==> src/logic/dcs_defs.svh <==
// Offsets, field positions, reset values and bus addresses of the switch bank
`ifndef DCS_DEFS_SVH
`define DCS_DEFS_SVH
`define DCS_WR_ADDR 8'h8C
`define DCS_RD_ADDR 8'h8D
`define DCS_SAD_DUTY 8'h00
`define DCS_SAD_MOIRE 8'h02
`define DCS_SAD_PREF 8'h03
`define DCS_SAD_PDRV 8'h07
`define DCS_SAD_EW 8'h08
`define DCS_SAD_DYN 8'h15
`define DCS_SAD_LOOP 8'h16
`define DCS_SAD_OUT 8'h17
`define DCS_REG_RST 8'h00
`define DCS_B_HI 7
`define DCS_B_LOCKEN 0
`define DCS_B_INHEN 1
`define DCS_B_PUMP 2
`define DCS_B_MOIMODE 3
`define DCS_B_DETCLR 4
`define DCS_B_VSEL 5
`define DCS_B_VAUTO 6
`define DCS_B_ALMCLR 7
`define DCS_B_BLANK 0
`define DCS_B_VERTICAL_OUTPUT_ENABLE 1
`define DCS_B_DRVEN 2
`define DCS_B_EDGE 3
`define DCS_B_TEST_LO 4
`define DCS_BIT_LAST 4'h8
`endif

==> src/logic/dcs_pkg.sv <==
// Types of the deflection switch bank
package dcs_pkg;
   typedef enum logic [6:0] {
      S_IDLE = 7'h01,
      S_ADDR = 7'h02,
      S_AACK = 7'h04,
      S_WR = 7'h08,
      S_WACK = 7'h10,
      S_RD = 7'h20,
      S_RACK = 7'h40
   } dcs_fsm_t;

   typedef struct packed {
      logic supply_ok;
      logic vsync;
      logic csync;
      logic extr;
      logic vertical_input_polarity;
      logic cpol;
      logic overvoltage_in;
      logic vertical_amplitude_locked_n_n;
      logic horizontal_loop_locked_n_n;
      logic vdisch;
      logic flyback;
      logic hdrive;
      logic bdrive;
   } dcs_ana_t;

   typedef struct packed {
      logic [7:0] duty;
      logic [7:0] moire;
      logic [7:0] pref;
      logic [7:0] pdrv;
      logic [7:0] ew;
      logic [7:0] dyn;
      logic [7:0] loop;
      logic [7:0] outc;
   } dcs_regs_t;

   typedef struct packed {
      logic [6:0] duty_applied;
      logic [6:0] pref_applied;
      logic [6:0] dyn_amplitude;
      logic moire_arch_select;
      logic ew_freq_tracking;
      logic dyn_correction_polarity;
      logic charge_pump_select;
      logic moire_route_mode;
      logic loop_inhibit;
      logic vsource_select;
      logic vertical_output_enable;
      logic soft_start;
      logic power_drive_start;
      logic [3:0] test_bits;
   } dcs_ctl_t;

   typedef struct packed {
      dcs_ana_t a1;
      dcs_ana_t a2;
      dcs_ana_t a3;
      logic scl1;
      logic scl2;
      logic scl3;
      logic sda1;
      logic sda2;
      logic sda3;
      dcs_fsm_t fsm;
      logic [7:0] sh;
      logic [3:0] cnt;
      logic rd;
      logic nak;
      logic sub_ok;
      logic [7:0] sub;
      logic sda_oe;
      dcs_regs_t regs;
      logic [7:0] status;
      logic drv_en_d;
      logic blank;
      logic line_out;
      logic power_out;
      logic lock_blank;
      dcs_ctl_t ctl;
   } dcs_st_t;
endpackage

==> src/logic/dcs_ctrl.sv <==
// Serial-bus switch bank and status flags of the deflection controller
//
// Contract
// - Duty data applies at ack, or at vertical discharge when its sync switch is set.
// - Power reference data follows its own sync switch the same way.
// - Moire architecture bit is passed on to the moire circuit.
// - Power drive starts after flyback, or on chosen line-drive edge.
// - Tracking bit makes east-west corrections follow horizontal frequency.
// - Polarity bit picks concave or convex correction parabola.
// - Lock enable adds horizontal lock status to the blanking pin.
// - Loop inhibit enable blocks the phase loop during extracted vertical sync.
// - Charge pump bit selects slow low current or fast high current.
// - Moire mode routes moire to line drive or to its own pin.
// - Writing one clears the three detect flags at ack; bit self-clears.
// - Writing one clears the overvoltage alarm at ack; bit self-clears.
// - Auto mode picks vertical source by detection, keeping the first one.
// - Blank pulse runs from vertical sync to discharge end, or stays high.
// - Vertical output enable gates the vertical ramp output.
// - Drive enable gates line and power drive; rising starts soft start.
// - Detect flags latch on the first pulse until cleared.
// - Polarity flags read zero positive, one negative.
// - Overvoltage event sets alarm and inhibits line drive until cleared.
// - Status byte carries the flags in fixed bit order, locks active low.
// - Outside normal supply line and power drive outputs are inhibited, no ack, registers reset.
// - Addressed registers are write only; status is read only.
// - Any read returns the status byte.
// - Slave at 8C/8D with auto increment and repeated start.
`timescale 1ns/1ps
`include "dcs_defs.svh"

module dcs_ctrl
   import dcs_pkg::*;
(
   // Clock and reset
   input wire logic i_ref_clk,
   input wire logic i_rst_n,
   // Serial bus
   input wire logic i_scl,
   input wire logic i_sda,
   output logic o_sda_o,
   output logic o_sda_oe,
   // Analog-side indications
   input wire dcs_ana_t i_ana,
   // Drives and controls
   output logic o_line_drive_out,
   output logic o_power_drive_out,
   output logic o_lock_blank_pin,
   output dcs_ctl_t o_ctl,
   output logic [7:0] o_status
);

   dcs_st_t st_r;
   dcs_st_t st_nxt;

   logic scl_rise;
   logic scl_fall;
   logic bus_start;
   logic bus_stop;
   logic v_seen;
   logic c_seen;
   logic x_seen;
   logic disch_rise;
   logic disch_fall;
   logic fly_fall;
   logic hd_rise;
   logic hd_fall;
   logic det_clr;
   logic alm_clr;
   logic vsync_edge;

   assign scl_rise = st_r.scl2 & ~st_r.scl3;
   assign scl_fall = ~st_r.scl2 & st_r.scl3;
   assign bus_start = st_r.scl2 & st_r.scl3 & st_r.sda3 & ~st_r.sda2;
   assign bus_stop = st_r.scl2 & st_r.scl3 & ~st_r.sda3 & st_r.sda2;
   assign v_seen = st_r.a2.vsync & ~st_r.a3.vsync;
   assign c_seen = st_r.a2.csync & ~st_r.a3.csync;
   assign x_seen = st_r.a2.extr & ~st_r.a3.extr;
   assign disch_rise = st_r.a2.vdisch & ~st_r.a3.vdisch;
   assign disch_fall = ~st_r.a2.vdisch & st_r.a3.vdisch;
   assign fly_fall = ~st_r.a2.flyback & st_r.a3.flyback;
   assign hd_rise = st_r.a2.hdrive & ~st_r.a3.hdrive;
   assign hd_fall = ~st_r.a2.hdrive & st_r.a3.hdrive;

   always_comb begin
      st_nxt = st_r;
      det_clr = 1'b0;
      alm_clr = 1'b0;
      // Two-stage synchronisers, third stage for edges
      st_nxt.a1 = i_ana;
      st_nxt.a2 = st_r.a1;
      st_nxt.a3 = st_r.a2;
      st_nxt.scl1 = i_scl;
      st_nxt.scl2 = st_r.scl1;
      st_nxt.scl3 = st_r.scl2;
      st_nxt.sda1 = i_sda;
      st_nxt.sda2 = st_r.sda1;
      st_nxt.sda3 = st_r.sda2;

      // Serial slave
      if (bus_stop) begin
         st_nxt.fsm = S_IDLE;
         st_nxt.sda_oe = 1'b0;
      end else if (bus_start) begin
         // Repeated start lands here too; subaddress is re-sent
         st_nxt.fsm = S_ADDR;
         st_nxt.cnt = 4'h0;
         st_nxt.sub_ok = 1'b0;
         st_nxt.sda_oe = 1'b0;
      end else begin
         case (st_r.fsm)
            S_IDLE: begin
               st_nxt.sda_oe = 1'b0;
            end
            S_ADDR: begin
               if (scl_rise) begin
                  st_nxt.sh = {st_r.sh[6:0], st_r.sda2};
                  st_nxt.cnt = st_r.cnt + 4'h1;
               end else if (scl_fall && st_r.cnt == `DCS_BIT_LAST) begin
                  if (st_r.sh == `DCS_WR_ADDR || st_r.sh == `DCS_RD_ADDR) begin
                     st_nxt.fsm = S_AACK;
                     st_nxt.sda_oe = 1'b1;
                     st_nxt.rd = st_r.sh[0];
                  end else begin
                     st_nxt.fsm = S_IDLE;
                  end
               end
            end
            S_AACK: begin
               if (scl_fall) begin
                  st_nxt.cnt = 4'h0;
                  if (st_r.rd) begin
                     // Read never looks at the subaddress
                     st_nxt.fsm = S_RD;
                     st_nxt.sh = st_r.status;
                     st_nxt.sda_oe = ~st_r.status[7];
                     st_nxt.cnt = 4'h1;
                  end else begin
                     st_nxt.fsm = S_WR;
                     st_nxt.sda_oe = 1'b0;
                  end
               end
            end
            S_WR: begin
               if (scl_rise) begin
                  st_nxt.sh = {st_r.sh[6:0], st_r.sda2};
                  st_nxt.cnt = st_r.cnt + 4'h1;
               end else if (scl_fall && st_r.cnt == `DCS_BIT_LAST) begin
                  st_nxt.fsm = S_WACK;
                  st_nxt.sda_oe = 1'b1;
                  if (!st_r.sub_ok) begin
                     st_nxt.sub = st_r.sh;
                     st_nxt.sub_ok = 1'b1;
                  end else begin
                     // Write takes effect at the ack bit
                     st_nxt.sub = st_r.sub + 8'h01;
                     case (st_r.sub)
                        `DCS_SAD_DUTY: begin
                           st_nxt.regs.duty = st_r.sh;
                           if (!st_r.sh[`DCS_B_HI]) begin
                              st_nxt.ctl.duty_applied = st_r.sh[6:0];
                           end
                        end
                        `DCS_SAD_MOIRE: st_nxt.regs.moire = st_r.sh;
                        `DCS_SAD_PREF: begin
                           st_nxt.regs.pref = st_r.sh;
                           if (!st_r.sh[`DCS_B_HI]) begin
                              st_nxt.ctl.pref_applied = st_r.sh[6:0];
                           end
                        end
                        `DCS_SAD_PDRV: st_nxt.regs.pdrv = st_r.sh;
                        `DCS_SAD_EW: st_nxt.regs.ew = st_r.sh;
                        `DCS_SAD_DYN: st_nxt.regs.dyn = st_r.sh;
                        `DCS_SAD_LOOP: begin
                           st_nxt.regs.loop = st_r.sh;
                           st_nxt.regs.loop[`DCS_B_DETCLR] = 1'b0;
                           st_nxt.regs.loop[`DCS_B_ALMCLR] = 1'b0;
                           det_clr = st_r.sh[`DCS_B_DETCLR];
                           alm_clr = st_r.sh[`DCS_B_ALMCLR];
                        end
                        `DCS_SAD_OUT: st_nxt.regs.outc = st_r.sh;
                        default: begin
                        end
                     endcase
                  end
               end
            end
            S_WACK: begin
               if (scl_fall) begin
                  st_nxt.fsm = S_WR;
                  st_nxt.sda_oe = 1'b0;
                  st_nxt.cnt = 4'h0;
               end
            end
            S_RD: begin
               if (scl_fall) begin
                  if (st_r.cnt == `DCS_BIT_LAST) begin
                     st_nxt.fsm = S_RACK;
                     st_nxt.sda_oe = 1'b0;
                  end else begin
                     st_nxt.sda_oe = ~st_r.sh[6];
                     st_nxt.sh = {st_r.sh[6:0], 1'b0};
                     st_nxt.cnt = st_r.cnt + 4'h1;
                  end
               end
            end
            S_RACK: begin
               if (scl_rise) begin
                  st_nxt.nak = st_r.sda2;
               end else if (scl_fall) begin
                  if (st_r.nak) begin
                     st_nxt.fsm = S_IDLE;
                  end else begin
                     st_nxt.fsm = S_RD;
                     st_nxt.sh = st_r.status;
                     st_nxt.sda_oe = ~st_r.status[7];
                     st_nxt.cnt = 4'h1;
                  end
               end
            end
            default: begin
               st_nxt.fsm = S_IDLE;
               st_nxt.sda_oe = 1'b0;
            end
         endcase
      end

      // Buffered data applied in step with vertical discharge
      if (disch_rise && st_r.regs.duty[`DCS_B_HI]) begin
         st_nxt.ctl.duty_applied = st_r.regs.duty[6:0];
      end
      if (disch_rise && st_r.regs.pref[`DCS_B_HI]) begin
         st_nxt.ctl.pref_applied = st_r.regs.pref[6:0];
      end

      // Status flags; a new event wins over a clear
      st_nxt.status[0] = (st_r.status[0] & ~det_clr) | v_seen;
      st_nxt.status[1] = (st_r.status[1] & ~det_clr) | c_seen;
      st_nxt.status[2] = (st_r.status[2] & ~det_clr) | x_seen;
      st_nxt.status[3] = st_r.a2.vertical_input_polarity;
      st_nxt.status[4] = st_r.a2.cpol;
      st_nxt.status[5] = (st_r.status[5] & ~alm_clr) | st_r.a2.overvoltage_in;
      st_nxt.status[6] = st_r.a2.vertical_amplitude_locked_n_n;
      st_nxt.status[7] = st_r.a2.horizontal_loop_locked_n_n;

      // Vertical source selection
      if (st_r.regs.loop[`DCS_B_VAUTO]) begin
         if (st_r.status[0] && !st_r.status[2]) begin
            st_nxt.ctl.vsource_select = 1'b1;
         end else if (st_r.status[2] && !st_r.status[0]) begin
            st_nxt.ctl.vsource_select = 1'b0;
         end
      end else begin
         st_nxt.ctl.vsource_select = st_r.regs.loop[`DCS_B_VSEL];
      end

      // Blanking and lock/blank pin
      vsync_edge = st_r.ctl.vsource_select ? v_seen : x_seen;
      if (st_r.regs.outc[`DCS_B_BLANK]) begin
         st_nxt.blank = 1'b1;
      end else if (vsync_edge) begin
         st_nxt.blank = 1'b1;
      end else if (disch_fall) begin
         st_nxt.blank = 1'b0;
      end
      st_nxt.lock_blank = st_r.blank |
         (st_r.regs.loop[`DCS_B_LOCKEN] & st_r.a2.horizontal_loop_locked_n_n);

      // Drive outputs; off levels are line high, power low
      st_nxt.drv_en_d = st_r.regs.outc[`DCS_B_DRVEN];
      st_nxt.ctl.soft_start = st_r.regs.outc[`DCS_B_DRVEN] & ~st_r.drv_en_d;
      st_nxt.line_out = ~st_r.regs.outc[`DCS_B_DRVEN] | st_r.status[5] |
         ~st_r.a2.supply_ok | st_r.a2.hdrive;
      st_nxt.power_out = st_r.regs.outc[`DCS_B_DRVEN] & st_r.a2.supply_ok &
         st_r.a2.bdrive;
      if (!st_r.regs.pdrv[`DCS_B_HI]) begin
         st_nxt.ctl.power_drive_start = st_r.regs.outc[`DCS_B_DRVEN] & fly_fall;
      end else begin
         st_nxt.ctl.power_drive_start = st_r.regs.outc[`DCS_B_DRVEN] &
            (st_r.regs.outc[`DCS_B_EDGE] ? hd_rise : hd_fall);
      end

      // Plain switch outputs
      st_nxt.ctl.moire_arch_select = st_r.regs.moire[`DCS_B_HI];
      st_nxt.ctl.ew_freq_tracking = st_r.regs.ew[`DCS_B_HI];
      st_nxt.ctl.dyn_correction_polarity = st_r.regs.dyn[`DCS_B_HI];
      st_nxt.ctl.dyn_amplitude = st_r.regs.dyn[6:0];
      st_nxt.ctl.charge_pump_select = st_r.regs.loop[`DCS_B_PUMP];
      st_nxt.ctl.moire_route_mode = st_r.regs.loop[`DCS_B_MOIMODE];
      st_nxt.ctl.loop_inhibit = st_r.regs.loop[`DCS_B_INHEN] & st_r.a2.extr;
      st_nxt.ctl.vertical_output_enable = st_r.regs.outc[`DCS_B_VERTICAL_OUTPUT_ENABLE] &
         st_r.a2.supply_ok;
      st_nxt.ctl.test_bits = st_r.regs.outc[7:`DCS_B_TEST_LO];

      // Outside normal supply: registers to default, bus silent
      if (!st_r.a2.supply_ok) begin
         st_nxt.fsm = S_IDLE;
         st_nxt.sda_oe = 1'b0;
         st_nxt.sub_ok = 1'b0;
         st_nxt.regs = {8{`DCS_REG_RST}};
         st_nxt.ctl.duty_applied = 7'h00;
         st_nxt.ctl.pref_applied = 7'h00;
         st_nxt.status[5] = 1'b0;
         st_nxt.ctl.soft_start = 1'b0;
         st_nxt.ctl.power_drive_start = 1'b0;
      end
   end

   always_ff @(posedge i_ref_clk or negedge i_rst_n) begin
      if (!i_rst_n) begin
         st_r <= '0;
         st_r.fsm <= S_IDLE;
         st_r.scl1 <= 1'b1;
         st_r.scl2 <= 1'b1;
         st_r.scl3 <= 1'b1;
         st_r.sda1 <= 1'b1;
         st_r.sda2 <= 1'b1;
         st_r.sda3 <= 1'b1;
         st_r.line_out <= 1'b1;
      end else begin
         st_r <= st_nxt;
      end
   end

   assign o_sda_o = 1'b0;
   assign o_sda_oe = st_r.sda_oe;
   assign o_line_drive_out = st_r.line_out;
   assign o_power_drive_out = st_r.power_out;
   assign o_lock_blank_pin = st_r.lock_blank;
   assign o_ctl = st_r.ctl;
   assign o_status = st_r.status;

endmodule

==> config.mk <==
export PLATFORM = sky130hd
export DESIGN_NAME = dcs_ctrl
export DESIGN_NICKNAME = d
export VERILOG_FILES = /design/src/logic/dcs_pkg.sv /design/src/logic/dcs_ctrl.sv
export VERILOG_INCLUDE_DIRS = /design/src /design/src/logic
export SDC_FILE = /design/constraint.sdc
export NUM_CORES = 1
export LEC_CHECK = 0
export BUFFER_PORTS_ARGS = -buffer_cell sky130_fd_sc_hd__buf_2
export CORE_UTILIZATION = 45
export CTS_BUF_LIST = sky130_fd_sc_hd__clkbuf_16
export CTS_CLUSTER_DIAMETER = 120
export DETAILED_ROUTE_END_ITERATION = 10
export PLACE_DENSITY_LB_ADDON = 0.1
export SYNTH_ARGS = -nofsm -noshare
export SYNTH_HDL_FRONTEND = slang
export SYNTH_SLANG_ARGS = --single-unit
==> constraint.sdc <==
create_clock -name i_ref_clk -period 5.3 [get_ports i_ref_clk]
set_input_delay 0.53 -clock i_ref_clk [delete_from_list [all_inputs] [get_ports i_ref_clk]]
set_output_delay 0.53 -clock i_ref_clk [all_outputs]
set_load 0.01 [all_outputs]
==> metrics, run 1 <==
CTS tree done; Clock Path Buffers 2; most common cell in the synthesized netlist dfrtp_1; count of pins over their slew limit 0; Ys Warns 0; Synth top area share 55.1%; CTS root buf clkbuf_16; initial antenna violation count 0; layout cell share with drive strength beyond 1 20.5%; FP Rows 44; gpl congestion about 0.84; hold slack final 0.205 ns; Vias/cell between 5 and 6; Req. time, crit path 5.65 ns; first-pass GRT wire length 25500 um; Worst setup SP type register; Clock Sinks 158; min Tclk post-route between 3 and 4 ns; worst-margin pin slew 1.15 ns; Setup Crit Path Kind reg2reg; core area 14600 um^2; CTS H-tree depth 4; flops & latches, synth 158; total power 2690 uW; clock skew 0.0149 ns; synthesis-to-layout area growth 10.5%; Top Ports 65; pin count of the biggest net entering global routing 108; routed wire length 15800 um; CP peak stage delay 0.90 ns; post-DR wirelength/cell 19.2 um; class of the worst hold path in2async; Mapped Nets approximately 640; Max stage delay cell, worst path nor4_4; VDD IR max around 0.00023 V; Commonest cells post-synth dfrtp_1 (150), nand2_1 (67), o21ai_0 (55); Clock Latency Late Sink 0.42 ns; clock buffer count from CTS 17; Arrival @ worst endpoint 3.64 ns; max-cap viol count 0; input/output buffers 63; vias around 4700; fin util ~51%; 1st-pass router iterations 7; gr ovfl total 0; crit-path cells or3_1 -> nor4_4 -> nand4_1 -> nor2b_1 -> a221o_1; post-CTS sizing 0; leading post-synthesis cells by cell area dfrtp_1 (55%), buf_4 (4.8%), o21ai_0 (4.0%); crit-path max FO 21; outcome finished, final reports clean; register area share after synthesis 58.2%; Final Cycle Share a little over 60%; Crit path max-delay family simple AND/OR/NAND/NOR gates; DIE WIDTH 125 um; Final Setup Violations 0; hold buffers post-CTS 0; Post-Synthesis Cells about 600; slew margin rel. roughly 22%; initial core utilization 46.5%; unrepaired setup endpoints after global routing false; postcts setup bufs 0; Power Density 358 nW/um^2; Leak Pwr 0.00351 uW; Die Y-Extent 125 um; Post-synth EDFFs 0; detailed placer's ending HPWL ~11000 um; ys flop type dfrtp_1; maximum clock rate 304 MHz; Final Hold Fails 0; Final ANT Viol Nets 0; setup TNS 0 ns; gr usage total 21.6%; Async SR Flop Fraction 100%; Critical path buffers and inverters 0; Post-Syn Area 6820 um^2; # DRC 0; DIE AREA 15600 um^2; Starting DRT DRC Count between 300 and 400; Netlist cell types 64; crit end category register; Nets 652; vias in the first global route 4529; clock transition at the registers of the reported paths 0.06 ns; Post-Syn Area per Cell 11.1 um^2; Yosys top cell by area dfrtp_1; diode count 0
stage by stage:
stage | setup slack (ns) | instance area, um^2 | instances
5_1_grt | 1.73 | 7530 | 824
3_5_place_dp | 2.08 | 6940 | 794
4_1_cts | 2.05 | 7530 | 824
6_report | 2.01 | 7530 | 824
2_1_floorplan | 3.02 | 6820 | 616
3_3_place_gp | 2.20 | 6940 | 794
kinds of logic (layout without fill, tap and decap cells):
| kind of cell | Yosys count | after routing | share of synthesized area [%] |
|---|---|---|---|
| flip-flops | 158 | 158 | 58.2 |
| multiplexers | 14 | 14 | 2.28 |
| other | 1 | 1 | 0.0550 |
| AND/OR/NAND/NOR | 199 | 199 | 15.8 |
| AO/OA/AOI/OAI | 149 | 149 | 14.7 |
| XOR/XNOR | 4 | 4 | 0.514 |
| buffers and inverters | 85 | 109 | 7.36 |
| adder cells (fa/ha/maj) | 6 | 6 | 1.10 |
layout by cell type (no fill, tap or decap), drive strengths merged, types with 7 or more instances in the layout:
cell / netlist / layout
dfrtp: 150 / 150
a221o: 14 / 14
and3: 22 / 22
nand4: 7 / 7
nor2: 23 / 23
mux2: 12 / 12
buf: 54 / 66
a21oi: 20 / 20
nor3: 12 / 12
o21ai: 61 / 61
dfstp: 8 / 8
nand3: 14 / 14
a22o: 12 / 12
nand2: 67 / 67
clkbuf: 18 / 17
and2: 10 / 10
inv: 12 / 16
per-layer routing:
metal  part of all wire [%]  vias to the layer above  GRT usage [%]
met3                    5.2                       31           5.05
met5                      0                        -              0
met1                     48                     2325           30.6
li1                       -                     2200              -
met2                     44                      179           32.0
met4                    2.6                        0           8.82
registers in the layout, indices dropped and copies added, names as in the netlist:
signal,cells
o_power_drive_out,1
o_sda_oe,1
o_ctl,35
o_line_drive_out,1
o_status,8
st_r,64
st_nxt,47
o_lock_blank_pin,1
final timing paths:
kind / start / end / slack, ns / cells after the start
max: st_r[141] / o_ctl[28] / 2.01 / 5
min: i_rst_n / o_ctl[13] / 0.20 / 1
max reg2reg: st_r[141] / o_ctl[28] / 2.01 / 5
min reg2reg: st_nxt[162] / st_nxt[149] / 0.35 / 0
max in group asynchronous: i_rst_n / o_ctl[32] / 3.77 / 2
min in group i_ref_clk: i_sda / st_nxt[144] / 0.21 / 1
where the power goes:
part	switching (uW)	internal [uW]	total, uW
registers	31.4	1240	1270
clock network	487	739	1230
logic	141	58.9	200
layout make-up:
type	instances	area [um^2]
flip-flops and latches	158	3960
inverters	13	48.8
clock buffers	17	425
multi-input cells	373	2350
well taps	184	230
repair buffers	66	344
fillers	1352	7120
clock inverters	13	166
Power figures use the tool's default switching activity.
==> inputs of run 2 (changes only) <==
clock period = 3.4 ns   (was 5.3 ns; I/O delays follow)
==> metrics, run 2 (synthesized netlist as in run 1, its figures left out) <==
clock transition at the registers of the reported paths 0.07 ns (about the same); Leak Pwr 0.00357 uW (+1.8%); Setup Crit Path Kind reg2reg; Critical path buffers and inverters 0 (unchanged); DIE WIDTH 125 um (unchanged); total power 4230 uW (+57%); Clock Sinks 158 (unchanged); count of pins over their slew limit 0 (unchanged); setup TNS 0 ns (unchanged); max-cap viol count 0 (unchanged); Die Y-Extent 125 um (unchanged); initial antenna violation count 0 (unchanged); maximum clock rate 368 MHz (+21%); WP depth 5 (unchanged); post-DR wirelength/cell 19.2 um (about the same); CTS tree done; 1st-pass router iterations 8 (+1); Max stage delay cell, worst path or4_1; diode count 0 (unchanged); initial core utilization 46.5% (unchanged); min Tclk post-route 2.72 ns (-0.570 ns); vias 4784 (+1.0%); outcome complete, but fails checks; worst-case reg-to-reg path depth 5 (unchanged); FP Rows 44 (unchanged); CP peak stage delay 0.61 ns (-0.29 ns); Vias/cell 5.71 (-0.65%); worst setup margin 0.681 ns (-1.33 ns); fin util 52.3% (+0.85 points); Placed Area 6990 um^2 (+0.83%); Final Setup Violations 0 (unchanged); class of the worst hold path in2async; unrepaired setup endpoints after global routing false; Clock Latency Late Sink 0.43 ns (about the same); pin count of the biggest net entering global routing 85 (-21%); Nets 664 (+1.8%); clock buffer count from CTS 17 (unchanged); Crit path max-delay family simple AND/OR/NAND/NOR gates; slew margin rel. 19.8% (-2.3 points); CTS H-tree depth 4 (unchanged); Worst setup SP type register; input/output buffers 63 (unchanged); vias in the first global route 4631 (+2.3%); VDD IR max 0.000459 V (+100%); crit-path max FO 13 (-38%); end of the critical path st_r[131]; R2R Setup Slk 0.68 ns (-1.33 ns); first-pass GRT wire length 26200 um (+3.0%); Final Cycle Share 80.0% (+18 points); routed wire length 16100 um (+1.8%); # fillers 1316 (-2.7%); reg2reg end st_r[131]; Arrival @ worst endpoint 3.03 ns (-0.61 ns); synthesis-to-layout area growth 12.3%; gr usage total 22.2% (+0.58 points); # DRC 6 (+6); failing checks design-rule violations, negative hold slack; gpl congestion 0.886 (+5.4%); clock skew 0.00706 ns (-0.00781 ns); post-route cell area 7650 um^2 (+1.6%); hold slack final -0.0233 ns (-0.228 ns); CTS root buf clkbuf_16; gr ovfl total 0 (unchanged); Req. time, crit path 3.71 ns (-1.94 ns); crit end category register; max reg flops 64 (unchanged); layout cell share with drive strength beyond 1 21.4% (+0.94 points); worst-margin pin slew 1.19 ns (+0.0347 ns); Starting DRT DRC Count 437 (+34%); crit-path cells or3_1 -> nor4_4 -> a22oi_1 -> or4_1 -> mux2_2; Crit. Startpoint st_r[140]; Power Density 553 nW/um^2 (+55%); Final ANT Viol Nets 0 (unchanged); worst r2r src st_r[140]; pre-CTS setup slack 0.723 ns (-1.36 ns); core area 14600 um^2 (unchanged); Top reg by flops st_r; Top Ports 65 (unchanged); Clock Path Buffers 2 (unchanged); detailed placer's ending HPWL 10800 um (+2.3%); DIE AREA 15600 um^2 (unchanged); Final Hold Fails 23 (+23); most frequent cells in the layout dfrtp_1 (150), nand2_1 (67), buf_2 (62); commonest non-fill, non-tap cell in the layout dfrtp_1
[run 2: cell type report]
type	instances	area (um^2)	share of cell area (%)
clock buffers	17	425	5.56
clock inverters	15	173	2.26
inverters	13	48.8	0.638
multi-input cells	373	2350	30.7
flip-flops and latches	158	3960	51.8
well taps	184	230	3.01
repair buffers	78	462	6.03
[run 2: worst min path at each step]
stage | start | to | slack (ns) | cells past startpoint
finish | i_rst_n | st_r[120] | -0.02 | 1
global route | i_ana[5] | st_nxt[167] | 0.003 | 1
CTS | i_rst_n | st_r[120] | 0.0008 | 1
detailed placement | st_nxt[169] | st_nxt[44] | 0.33 | 0
global placement | st_nxt[173] | st_nxt[160] | 0.33 | 0
floorplan | i_rst_n | o_ctl[0] | 0.04 | 0
[run 2: layer usage]
metal | global-route usage (%) | share of wire, %
met2 | 33.5 | 45
met1 | 31.8 | 49
met3 | 4.32 | 4.5
met4 | 8.18 | 1.9
met5 | 0 | 0
[run 2: power by group]
part	leakage, uW	switching (uW)	internal, uW	total [uW]
Sequential	0.00207	50.1	1930	1980
Combinational	0.00121	228	101	329
Clock	0.000285	822	1110	1930
Total	0.00357	1100	3130	4230
[run 2: metrics by stage]
step | hold slack (ns) | std cells
after floorplan | 0.0444 | 616
after global placement | 0.332 | 800
after detailed placement | 0.335 | 800
after CTS | 0.000839 | 838
after global routing | 0.00303 | 838
final | -0.0233 | 838
[run 2: what timing repair did]
action | CTS | global route
buffers inserted | 0 | 0
endpoints found under the setup margin | 0 | 0
endpoints found under the hold margin | 6 | 0
hold buffers | 6 | 0
gates resized for setup | 0 | 0
